===== config.mk =====
export PLATFORM = sky130hd
export DESIGN_NAME = pbmr_regs
export DESIGN_NICKNAME = d
export VERILOG_FILES = /design/src/rtl/pbmr_pkg.sv /design/src/rtl/pbmr_regs.sv
export SDC_FILE = /design/constraint.sdc
export NUM_CORES = 1
export LEC_CHECK = 0
export ABC_AREA = 1
export ABC_CLOCK_PERIOD_IN_PS = 3650
export BUFFER_PORTS_ARGS = -buffer_cell sky130_fd_sc_hd__buf_2
export CAP_MARGIN = 30
export CELL_PAD_IN_SITES_DETAIL_PLACEMENT = 0
export CELL_PAD_IN_SITES_GLOBAL_PLACEMENT = 1
export CORE_UTILIZATION = 34
export DETAILED_ROUTE_END_ITERATION = 12
export PLACE_DENSITY = 0.83
export SYNTH_ARGS = -nofsm -noshare
export SYNTH_HDL_FRONTEND = slang
export SYNTH_SLANG_ARGS = --single-unit

===== constraint.sdc =====
create_clock -name mclk_i -period 3.65 [get_ports mclk_i]
set_clock_uncertainty 0.15 [all_clocks]
set_input_delay 1.095 -clock mclk_i [delete_from_list [all_inputs] [get_ports mclk_i]]
set_output_delay 1.095 -clock mclk_i [all_outputs]
set_load 0.01 [all_outputs]

===== src/rtl/pbmr_pkg.sv =====
package pbmr_pkg;
   localparam int ADDR_W = 12;
   // byte address = 4 * register index
   localparam logic [9:0] IDX_CONTROL = 10'h000;
   localparam logic [9:0] IDX_STATUS = 10'h001;
   localparam logic [9:0] IDX_ID_HIGH = 10'h002;
   localparam logic [9:0] IDX_ID_LOW = 10'h003;
   localparam logic [9:0] IDX_IND_CTL = 10'h00d;
   localparam logic [9:0] IDX_IND_VAL = 10'h00e;
   localparam logic [9:0] IDX_XCVR_CTL = 10'h010;
   localparam logic [9:0] IDX_XCVR_SETUP = 10'h011;
   localparam logic [9:0] IDX_FLAGS_A = 10'h012;
   localparam logic [9:0] IDX_FLAGS_B = 10'h013;
   localparam logic [9:0] IDX_LOOP_SETUP = 10'h016;
   localparam logic [9:0] IDX_FLAGS_C = 10'h018;
   localparam logic [9:0] IDX_CABLE_TEST = 10'h01e;
   localparam logic [9:0] IDX_CHIP_RESET = 10'h01f;
   localparam logic [9:0] IDX_RX_STATE = 10'h180;
   // control register fields
   localparam int CTL_RESET_BIT = 15;
   localparam int CTL_LOOP_BIT = 14;
   localparam int CTL_SPEED_LSB_BIT = 13;
   localparam int CTL_PDOWN_BIT = 11;
   localparam int CTL_ISOLATE_BIT = 10;
   localparam int CTL_DUPLEX_BIT = 8;
   localparam int CTL_SPEED_MSB_BIT = 6;
   localparam logic [15:0] CTL_RESET_VAL = 16'h0140;
   localparam logic [1:0] SPEED_1000 = 2'h2;
   localparam logic DUPLEX_FULL = 1'b1;
   // status register: write-zero-clear bits 4 and 1, write-zero-set bit 2
   localparam logic [15:0] STAT_FIXED = 16'h0141;
   localparam int STAT_ZCLR_HI_BIT = 4;
   localparam int STAT_LINK_BIT = 2;
   localparam int STAT_ZCLR_LO_BIT = 1;
   // identity values are arbitrary
   localparam logic [15:0] ID_HIGH_VAL = 16'h1234;
   localparam logic [15:0] ID_LOW_VAL = 16'h5670;
   // soft reset duration, in cycles
   localparam int RST_NS = 200;
   localparam int CLK_NS = 25;
   localparam int RST_CYC = (RST_NS + CLK_NS - 1) / CLK_NS;
   localparam logic [3:0] RST_CYC_W = 4'(RST_CYC);
   localparam logic [1:0] RESP_OKAY = 2'h0;
   localparam logic [1:0] RESP_SLVERR = 2'h2;
endpackage : pbmr_pkg


===== src/rtl/pbmr_regs.sv =====
`timescale 1ns/1ps
// Summary of operation
// - decode base offsets 0x0..0x1F plus receiver status at 0x180.
// - control bit 15 resets digital logic and registers 0x0..0xF to default.
// - control bit 14 enables MAC-side loopback.
// - bit 11 power down (also by pin), bit 10 isolate.
// - speed bits 6 (msb) and 13 (lsb) read-only, report 1000 Mb/s.
// - bit 8 reads 1, full duplex, read-only.
// - control resets to 0x140, reserved bits read zero.
// - write-zero-clear, write-zero-set and self-clearing bit types supported.
// - manual-clear bit holds until its clearing event, then default.
module pbmr_regs (
   input wire logic mclk_i, // 40 MHz clock
   input wire logic nrst_i, // sync reset, active low
   input wire logic [pbmr_pkg::ADDR_W-1:0] s_axi_awaddr, // write address
   input wire logic s_axi_awvalid, // write address valid
   output logic s_axi_awready, // write address ready
   input wire logic [31:0] s_axi_wdata, // write data
   input wire logic [3:0] s_axi_wstrb, // byte strobes
   input wire logic s_axi_wvalid, // write data valid
   output logic s_axi_wready, // write data ready
   output logic [1:0] s_axi_bresp, // write response
   output logic s_axi_bvalid, // write response valid
   input wire logic s_axi_bready, // write response ready
   input wire logic [pbmr_pkg::ADDR_W-1:0] s_axi_araddr, // read address
   input wire logic s_axi_arvalid, // read address valid
   output logic s_axi_arready, // read address ready
   output logic [31:0] s_axi_rdata, // read data
   output logic [1:0] s_axi_rresp, // read response
   output logic s_axi_rvalid, // read valid
   input wire logic s_axi_rready, // read ready
   input wire logic pdown_pin_i, // power-down request pin, high active
   input wire logic link_up_i, // current link state
   output logic loopback_o, // mac-side loopback enable
   output logic power_down_o, // power down, register or pin
   output logic isolate_o, // isolate mode
   output logic digital_rst_o // digital logic held in reset
);
   import pbmr_pkg::*;

   logic aw_held;
   logic w_held;
   logic [ADDR_W-1:0] aw_addr;
   logic [31:0] w_data;
   logic [3:0] w_strb;
   logic loop_en;
   logic pdown_en;
   logic isolate_en;
   logic soft_rst;
   logic [3:0] rst_cnt;
   logic link_latch;
   logic zclr_hi;
   logic zclr_lo;
   logic [15:0] ctl_word;
   logic [15:0] stat_word;
   logic [15:0] rd_word;

   // write channels taken independently, one write outstanding
   assign s_axi_awready = !aw_held && !s_axi_bvalid;
   assign s_axi_wready = !w_held && !s_axi_bvalid;
   assign s_axi_arready = !s_axi_rvalid;

   wire aw_take = s_axi_awvalid && s_axi_awready;
   wire w_take = s_axi_wvalid && s_axi_wready;
   wire have_aw = aw_held || aw_take;
   wire have_w = w_held || w_take;
   wire [ADDR_W-1:0] wa = aw_held ? aw_addr : s_axi_awaddr;
   wire [31:0] wd = w_held ? w_data : s_axi_wdata;
   wire [3:0] ws = w_held ? w_strb : s_axi_wstrb;
   wire do_write = have_aw && have_w && !s_axi_bvalid;
   wire [9:0] widx = wa[11:2];
   wire [9:0] ridx = s_axi_araddr[11:2];
   wire lo_en = ws[0];
   wire hi_en = ws[1];
   wire wr_ctl = do_write && widx == IDX_CONTROL;
   wire wr_stat = do_write && widx == IDX_STATUS;

   // reserved offsets are not written; they only answer with an error
   wire ridx_known = ridx == IDX_CONTROL || ridx == IDX_STATUS || ridx == IDX_ID_HIGH || ridx == IDX_ID_LOW ||
      ridx == IDX_IND_CTL || ridx == IDX_IND_VAL || ridx == IDX_XCVR_CTL || ridx == IDX_XCVR_SETUP ||
      ridx == IDX_FLAGS_A || ridx == IDX_FLAGS_B || ridx == IDX_LOOP_SETUP || ridx == IDX_FLAGS_C ||
      ridx == IDX_CABLE_TEST || ridx == IDX_CHIP_RESET || ridx == IDX_RX_STATE;
   wire widx_known = widx == IDX_CONTROL || widx == IDX_STATUS || widx == IDX_ID_HIGH || widx == IDX_ID_LOW ||
      widx == IDX_IND_CTL || widx == IDX_IND_VAL || widx == IDX_XCVR_CTL || widx == IDX_XCVR_SETUP ||
      widx == IDX_FLAGS_A || widx == IDX_FLAGS_B || widx == IDX_LOOP_SETUP || widx == IDX_FLAGS_C ||
      widx == IDX_CABLE_TEST || widx == IDX_CHIP_RESET || widx == IDX_RX_STATE;

   wire start_soft_rst = wr_ctl && hi_en && wd[CTL_RESET_BIT] && !soft_rst;
   wire soft_done = soft_rst && rst_cnt == 4'h0;
   wire regs_clr = !nrst_i || soft_rst;

   always_ff @(posedge mclk_i) begin
      if (!nrst_i) begin
         aw_held <= 1'b0;
         w_held <= 1'b0;
         aw_addr <= '0;
         w_data <= '0;
         w_strb <= '0;
         s_axi_bvalid <= 1'b0;
         s_axi_bresp <= RESP_OKAY;
      end else begin
         if (aw_take && !do_write) begin
            aw_held <= 1'b1;
            aw_addr <= s_axi_awaddr;
         end else if (do_write) begin
            aw_held <= 1'b0;
         end
         if (w_take && !do_write) begin
            w_held <= 1'b1;
            w_data <= s_axi_wdata;
            w_strb <= s_axi_wstrb;
         end else if (do_write) begin
            w_held <= 1'b0;
         end
         if (do_write) begin
            s_axi_bvalid <= 1'b1;
            s_axi_bresp <= widx_known ? RESP_OKAY : RESP_SLVERR;
         end else if (s_axi_bready) begin
            s_axi_bvalid <= 1'b0;
         end
      end
   end

   // manual-clear reset bit: held until the count runs out, then back to 0
   always_ff @(posedge mclk_i) begin
      if (!nrst_i) begin
         soft_rst <= 1'b0;
         rst_cnt <= 4'h0;
      end else if (start_soft_rst) begin
         soft_rst <= 1'b1;
         rst_cnt <= RST_CYC_W - 4'h1;
      end else if (soft_done) begin
         soft_rst <= 1'b0;
      end else if (soft_rst) begin
         rst_cnt <= rst_cnt - 4'h1;
      end
   end

   // writable control fields; read-only fields take no write
   always_ff @(posedge mclk_i) begin
      if (regs_clr) begin
         loop_en <= CTL_RESET_VAL[CTL_LOOP_BIT];
         pdown_en <= CTL_RESET_VAL[CTL_PDOWN_BIT];
         isolate_en <= CTL_RESET_VAL[CTL_ISOLATE_BIT];
      end else if (wr_ctl && hi_en) begin
         loop_en <= wd[CTL_LOOP_BIT];
         pdown_en <= wd[CTL_PDOWN_BIT];
         isolate_en <= wd[CTL_ISOLATE_BIT];
      end
   end

   // latch-low link bit: a link drop clears it, writing 0 sets it again
   // nothing here sets the write-zero-clear bits, so they read 0 until a source is wired in
   always_ff @(posedge mclk_i) begin
      if (regs_clr) begin
         link_latch <= 1'b0;
         zclr_hi <= 1'b0;
         zclr_lo <= 1'b0;
      end else begin
         if (!link_up_i) begin
            link_latch <= 1'b0;
         end else if (wr_stat && lo_en && !wd[STAT_LINK_BIT]) begin
            link_latch <= 1'b1;
         end
         if (wr_stat && lo_en && !wd[STAT_ZCLR_HI_BIT]) begin
            zclr_hi <= 1'b0;
         end
         if (wr_stat && lo_en && !wd[STAT_ZCLR_LO_BIT]) begin
            zclr_lo <= 1'b0;
         end
      end
   end

   always_comb begin
      ctl_word = 16'h0000;
      ctl_word[CTL_RESET_BIT] = soft_rst;
      ctl_word[CTL_LOOP_BIT] = loop_en;
      ctl_word[CTL_SPEED_MSB_BIT] = SPEED_1000[1];
      ctl_word[CTL_SPEED_LSB_BIT] = SPEED_1000[0];
      ctl_word[CTL_PDOWN_BIT] = pdown_en;
      ctl_word[CTL_ISOLATE_BIT] = isolate_en;
      ctl_word[CTL_DUPLEX_BIT] = DUPLEX_FULL;
   end

   always_comb begin
      stat_word = STAT_FIXED;
      stat_word[STAT_ZCLR_HI_BIT] = zclr_hi;
      stat_word[STAT_LINK_BIT] = link_latch;
      stat_word[STAT_ZCLR_LO_BIT] = zclr_lo;
   end

   // other listed offsets hold no fields in this block and read zero
   assign rd_word = ridx == IDX_CONTROL ? ctl_word :
      ridx == IDX_STATUS ? stat_word :
      ridx == IDX_ID_HIGH ? ID_HIGH_VAL :
      ridx == IDX_ID_LOW ? ID_LOW_VAL : 16'h0000;

   always_ff @(posedge mclk_i) begin
      if (!nrst_i) begin
         s_axi_rvalid <= 1'b0;
         s_axi_rdata <= '0;
         s_axi_rresp <= RESP_OKAY;
      end else if (s_axi_arvalid && s_axi_arready) begin
         s_axi_rvalid <= 1'b1;
         s_axi_rdata <= {16'h0000, rd_word};
         s_axi_rresp <= ridx_known ? RESP_OKAY : RESP_SLVERR;
      end else if (s_axi_rready) begin
         s_axi_rvalid <= 1'b0;
      end
   end

   always_ff @(posedge mclk_i) begin
      if (!nrst_i) begin
         loopback_o <= 1'b0;
         power_down_o <= 1'b0;
         isolate_o <= 1'b0;
         digital_rst_o <= 1'b0;
      end else begin
         loopback_o <= loop_en;
         power_down_o <= pdown_en || pdown_pin_i;
         isolate_o <= isolate_en;
         digital_rst_o <= soft_rst;
      end
   end

   ctl_reset_val_a: assert property (@(posedge mclk_i) $rose(nrst_i) |-> ctl_word == CTL_RESET_VAL)
      else $error("control word not at reset value");
   speed_duplex_a: assert property (@(posedge mclk_i) disable iff (!nrst_i)
      ctl_word[CTL_SPEED_LSB_BIT] == 1'b0 && ctl_word[CTL_SPEED_MSB_BIT] == 1'b1 && ctl_word[CTL_DUPLEX_BIT] == 1'b1)
      else $error("speed or duplex bits wrong");
   reserved_zero_a: assert property (@(posedge mclk_i) disable iff (!nrst_i)
      (ctl_word & 16'h12bf) == 16'h0000)
      else $error("reserved control bits nonzero");
   // soft reset sequencing
   soft_rst_start_a: assert property (@(posedge mclk_i) disable iff (!nrst_i)
      start_soft_rst |=> soft_rst && rst_cnt == RST_CYC_W - 4'h1)
      else $error("soft reset did not start");
   soft_rst_busy_a: assert property (@(posedge mclk_i) disable iff (!nrst_i)
      soft_rst && rst_cnt != 4'h0 |=> soft_rst)
      else $error("soft reset ended early");
   soft_rst_len_a: assert property (@(posedge mclk_i) disable iff (!nrst_i)
      $rose(soft_rst) |-> soft_rst [*8] ##1 !soft_rst)
      else $error("soft reset length wrong");
   soft_rst_end_a: assert property (@(posedge mclk_i) disable iff (!nrst_i)
      soft_done |=> !soft_rst)
      else $error("soft reset bit not cleared");
   soft_rst_clear_a: assert property (@(posedge mclk_i) disable iff (!nrst_i)
      soft_rst |=> !loop_en && !pdown_en && !isolate_en)
      else $error("control fields not cleared by soft reset");
   status_clear_a: assert property (@(posedge mclk_i) disable iff (!nrst_i)
      soft_rst |=> !link_latch && !zclr_hi && !zclr_lo)
      else $error("status bits not cleared by soft reset");
   digital_rst_a: assert property (@(posedge mclk_i) disable iff (!nrst_i)
      soft_rst |=> digital_rst_o)
      else $error("digital reset output not raised");
   // control fields and outputs
   loop_follow_a: assert property (@(posedge mclk_i) disable iff (!nrst_i)
      wr_ctl && hi_en && !soft_rst && !wd[CTL_RESET_BIT] |=>
      loop_en == $past(wd[CTL_LOOP_BIT]) ##1 loopback_o == $past(wd[CTL_LOOP_BIT], 2))
      else $error("loopback does not follow write");
   loop_keep_a: assert property (@(posedge mclk_i) disable iff (!nrst_i)
      wr_ctl && !hi_en && !soft_rst |=> loop_en == $past(loop_en))
      else $error("loopback changed without its byte");
   field_write_a: assert property (@(posedge mclk_i) disable iff (!nrst_i)
      wr_ctl && hi_en && !soft_rst |=>
      pdown_en == $past(wd[CTL_PDOWN_BIT]) && isolate_en == $past(wd[CTL_ISOLATE_BIT]))
      else $error("power down or isolate does not follow write");
   pdown_pin_a: assert property (@(posedge mclk_i) disable iff (!nrst_i)
      pdown_pin_i |=> power_down_o)
      else $error("pin power down ignored");
   pdown_reg_a: assert property (@(posedge mclk_i) disable iff (!nrst_i)
      pdown_en |=> power_down_o)
      else $error("register power down ignored");
   isolate_out_a: assert property (@(posedge mclk_i) disable iff (!nrst_i)
      1'b1 |=> isolate_o == $past(isolate_en))
      else $error("isolate output does not follow field");
   // status latch
   link_set_a: assert property (@(posedge mclk_i) disable iff (!nrst_i)
      wr_stat && lo_en && !wd[STAT_LINK_BIT] && link_up_i && !soft_rst |=> link_latch)
      else $error("write zero did not set link bit");
   link_drop_a: assert property (@(posedge mclk_i) disable iff (!nrst_i)
      !link_up_i |=> !link_latch)
      else $error("link drop did not clear link bit");
   link_keep_a: assert property (@(posedge mclk_i) disable iff (!nrst_i)
      link_latch && link_up_i && !soft_rst |=> link_latch)
      else $error("link bit lost while link up");
   // bus answers
   known_write_a: assert property (@(posedge mclk_i) disable iff (!nrst_i)
      do_write && widx_known |=> s_axi_bvalid && s_axi_bresp == RESP_OKAY)
      else $error("listed write not answered okay");
   known_read_a: assert property (@(posedge mclk_i) disable iff (!nrst_i)
      s_axi_arvalid && s_axi_arready && ridx_known |=> s_axi_rvalid && s_axi_rresp == RESP_OKAY)
      else $error("listed read not answered okay");
   listed_zero_a: assert property (@(posedge mclk_i) disable iff (!nrst_i)
      s_axi_arvalid && s_axi_arready && ridx_known && ridx != IDX_CONTROL && ridx != IDX_STATUS &&
      ridx != IDX_ID_HIGH && ridx != IDX_ID_LOW |=> s_axi_rdata == 32'h0000_0000)
      else $error("fieldless listed read not zero");
   ctl_read_a: assert property (@(posedge mclk_i) disable iff (!nrst_i)
      s_axi_arvalid && s_axi_arready && ridx == IDX_CONTROL |=> s_axi_rdata[CTL_RESET_BIT] == $past(soft_rst))
      else $error("reset bit read wrong");
   unmapped_read_a: assert property (@(posedge mclk_i) disable iff (!nrst_i)
      s_axi_arvalid && s_axi_arready && !ridx_known |=> s_axi_rdata == 32'h0 && s_axi_rresp == RESP_SLVERR)
      else $error("unmapped read not zero");
endmodule : pbmr_regs


==> summary.md <==
| Metric | Value |
|---|---|
| Run status | `finished clean` |
| Vias in the first global route | `2132` |
| Routed wire per std cell | `10.4 µm` |
| Ports | `114` |
| Fmax | `382 MHz` |
| Hold depth | `2` |
| Setup bufs post-CTS | `0` |
| Peak supply drop | `between 0.15 and 0.2 mV` |
| Total Nets Final | `498` |
| Port buffer count | `58` |
| Clk_lat worst skew | `300 ps` |
| Post-CTS Hold Fix Bufs | `0` |
| Clock tree buffer depth | `2` |
| Width of the die | `88.3 µm` |
| TritonCTS clock tree | `built` |
| CP endpoint kind | `primary output` |
| DRC Markers | `0` |
| Reg2Reg Setup Slack | `between 1000 and 1500 ps` |
| Die Span Y | `88.3 µm` |
| Post-synthesis sequential area ratio | `35.6%` |
| Worst Path Class, Setup | `reg2out` |
| Worst hold start | `w_data[2]` |
| Area Growth Syn to Fin | `14.6%` |
| Min Tclk post-route | `2620 ps` |
| Startpoint Class | `flop` |
| Die Area | `7790 µm²` |
| Initial Utilization | `between 30% and 40%` |
| DRT antenna net count | `0` |
| Dpl cells | `520` |
| Vias | `about 2300` |
| Hold Path Sink | `w_data[2]` |
| CTS H-tree lvls | `2` |
| Syn Area/Cell | `6.73 µm²` |
| Most frequent cells in the layout | `nand2_1, buf_2, inv_1` |
| Filler-free cell count of the finished design | `528` |
| Initial DRC count | `100` |
| Post-Synthesis Cell Area | `2530 µm²` |
| Power, Total | `about 1.1 mW` |
| Critical path data arrival time | `1370 ps` |
| Hold Path Class | `reg2reg` |
| Number of diodes | `0` |
| TritonCTS Buffers | `5` |
| Initial antenna violation count | `0` |
| Worst Reg-to-Reg Cells | `9` |
| Rows | `31` |
| Final core utilization | `40.2%` |
| PwrDens | `about 400 nW/µm²` |
| Tcrit/Tclk final | `71.6%` |
| Slew HR | `56.1%` |
| Yosys warns | `0` |
| Largest net degree at the start of global routing | `30` |
| Layout cells sized above 1 | `21.4%` |
| Setup tns final | `0 ps` |
| Post-synthesis cell count | `376` |
| Final setup margin | `1030 ps` |
| Reg-to-Reg Start | `aw_held` |
| Worst-margin pin slew | `~660 ps` |
| Via/cell ratio | `4.44` |
| Placed cell areas | `2780 µm²` |
| Grt total ovfl | `0` |
| Final setup viols | `0` |
| # clock sinks | `45` |
| Reg2reg end | `loop_en` |
| Pins Over Slew Limit | `0` |
| Core ar. | `7210 µm²` |
| Max-cap violations | `0` |
| Most common cell after layout, fill and taps aside | `nand2_1` |
| Post-cts sizing count | `0` |
| Final HPWL DP | `roughly 4200 µm` |
| Crit path max fanout | `16` |
| CTS Root Cell | `clkbuf_8` |
| First-pass GRT wire length | `approximately 9300 µm` |
| GPL Wtd Cong | `0.772` |
| DP Worst Slack | `1060 ps` |
| Fillers | `815` |
| Routed wire length | `5480 µm` |
| FF+latch count, synth | `45` |
| Leakage | `1.44 nW` |
| Total track usage | `15.3%` |
| Final count of hold timing violations | `0` |
| Design Area, Final | `2900 µm²` |
| Synth cell types | `32` |
| Req. time, crit path | `2400 ps` |
| Clock Pin Slew Worst Setup and Hold Paths | `90 ps` |
| Min Hold Slack | `296 ps` |
| Drt first pass iters | `4` |
| RSZ-0062 raised after global routing | `false` |
-- registers in the layout, indices dropped and copies added, names as in the netlist --
signal / count
aw_addr: 10
s_axi_rdata: 9
w_data: 5
rst_cnt: 4
w_strb: 2
aw_held: 1
digital_rst_o: 1
isolate_en: 1
isolate_o: 1
link_latch: 1
loop_en: 1
loopback_o: 1
pdown_en: 1
power_down_o: 1
s_axi_bresp: 1
s_axi_bvalid: 1
s_axi_rresp: 1
s_axi_rvalid: 1
soft_rst: 1
w_held: 1
-- layout make-up --
type | count | area (µm²) | share of cell area [%]
sequential | 45 | 901 | 31.1
timing repair buffer | 59 | 298 | 10.3
multi-input combinational | 259 | 1240 | 42.8
clock buffer | 5 | 68.8 | 2.37
tap | 99 | 124 | 4.27
clock inverter | 3 | 46.3 | 1.60
inverter | 58 | 220 | 7.60
-- cells by family after synthesis --
kind of cell | after synthesis | share of synthesized area, %
buffers and inverters | 93 | 18.4
and+or+nand+nor | 157 | 29.1
other | 1 | 0.148
AOI/OAI and AO/OA | 78 | 15.9
adders and majority gates | 1 | 0.494
DFF | 45 | 35.6
xor gates and xnor gates | 1 | 0.346
-- critical path: stages, from the launching register on --
cell	delay [ps]
dfxtp_1	750
nor2_1	140
buf_2	180
-- per-layer routing --
| layer | global-route usage [%] | up-vias | part of all wire [%] |
|---|---|---|---|
| met4 | 3.08 | 0 | 0.77 |
| met2 | 26.9 | 71 | 45 |
| met3 | 3.92 | 4 | 5.9 |
| li1 | - | 1240 | - |
| met5 | 0 | - | 0 |
| met1 | 19.1 | 1027 | 49 |
-- synthesized netlist by cell type --
master     count  share of area [%]
a211oi_1       1               0.30
a21oi_1       38                7.5
buf_2          2               0.40
buf_4         26                7.7
buf_6          2               0.89
clkbuf_1       5               0.74
conb_1         1               0.15
dfxtp_1       45                 36
ha_1           1               0.49
inv_1         52                7.7
inv_2          5               0.74
inv_4          1               0.25
nand2_1       71                 11
nand2_2        7                1.7
nand2_4        5                2.2
nand3_1       15                3.0
nand3_2        2               0.79
nand3b_1       1               0.30
nand4_1        2               0.49
nor2_1        41                6.1
nor2_2         1               0.25
nor2_4         3                1.3
nor3_1         6                1.2
nor3_4         1               0.64
nor3b_1        1               0.30
o2111ai_1      1               0.35
o211ai_1       1               0.30
o21a_1         1               0.30
o21ai_0       27                5.3
o21ai_1        9                1.8
or2_1          1               0.25
xor2_1         1               0.35
-- where the power goes --
group / total (mW) / internal (mW) / switching (mW)
Clock: 0.386 / 0.205 / 0.181
Sequential: 0.541 / 0.520 / 0.0211
Combinational: 0.218 / 0.0751 / 0.142
Total: 1.15 / 0.800 / 0.345
-- worst max-delay path by stage --
| stage | start | endpoint | slack, ps | cells after the start |
|---|---|---|---|---|
| detailed placement | s_axi_wvalid | aw_addr[8] | 1060 | 8 |
| global route | aw_held | s_axi_awready | 960 | 2 |
| global placement | s_axi_wvalid | aw_addr[8] | 1070 | 8 |
| finish | aw_held | s_axi_awready | 1030 | 2 |
| floorplan | s_axi_araddr[5] | s_axi_rdata[8] | 1460 | 6 |
| CTS | aw_held | s_axi_awready | 1040 | 2 |
Power figures use the tool's default switching activity.
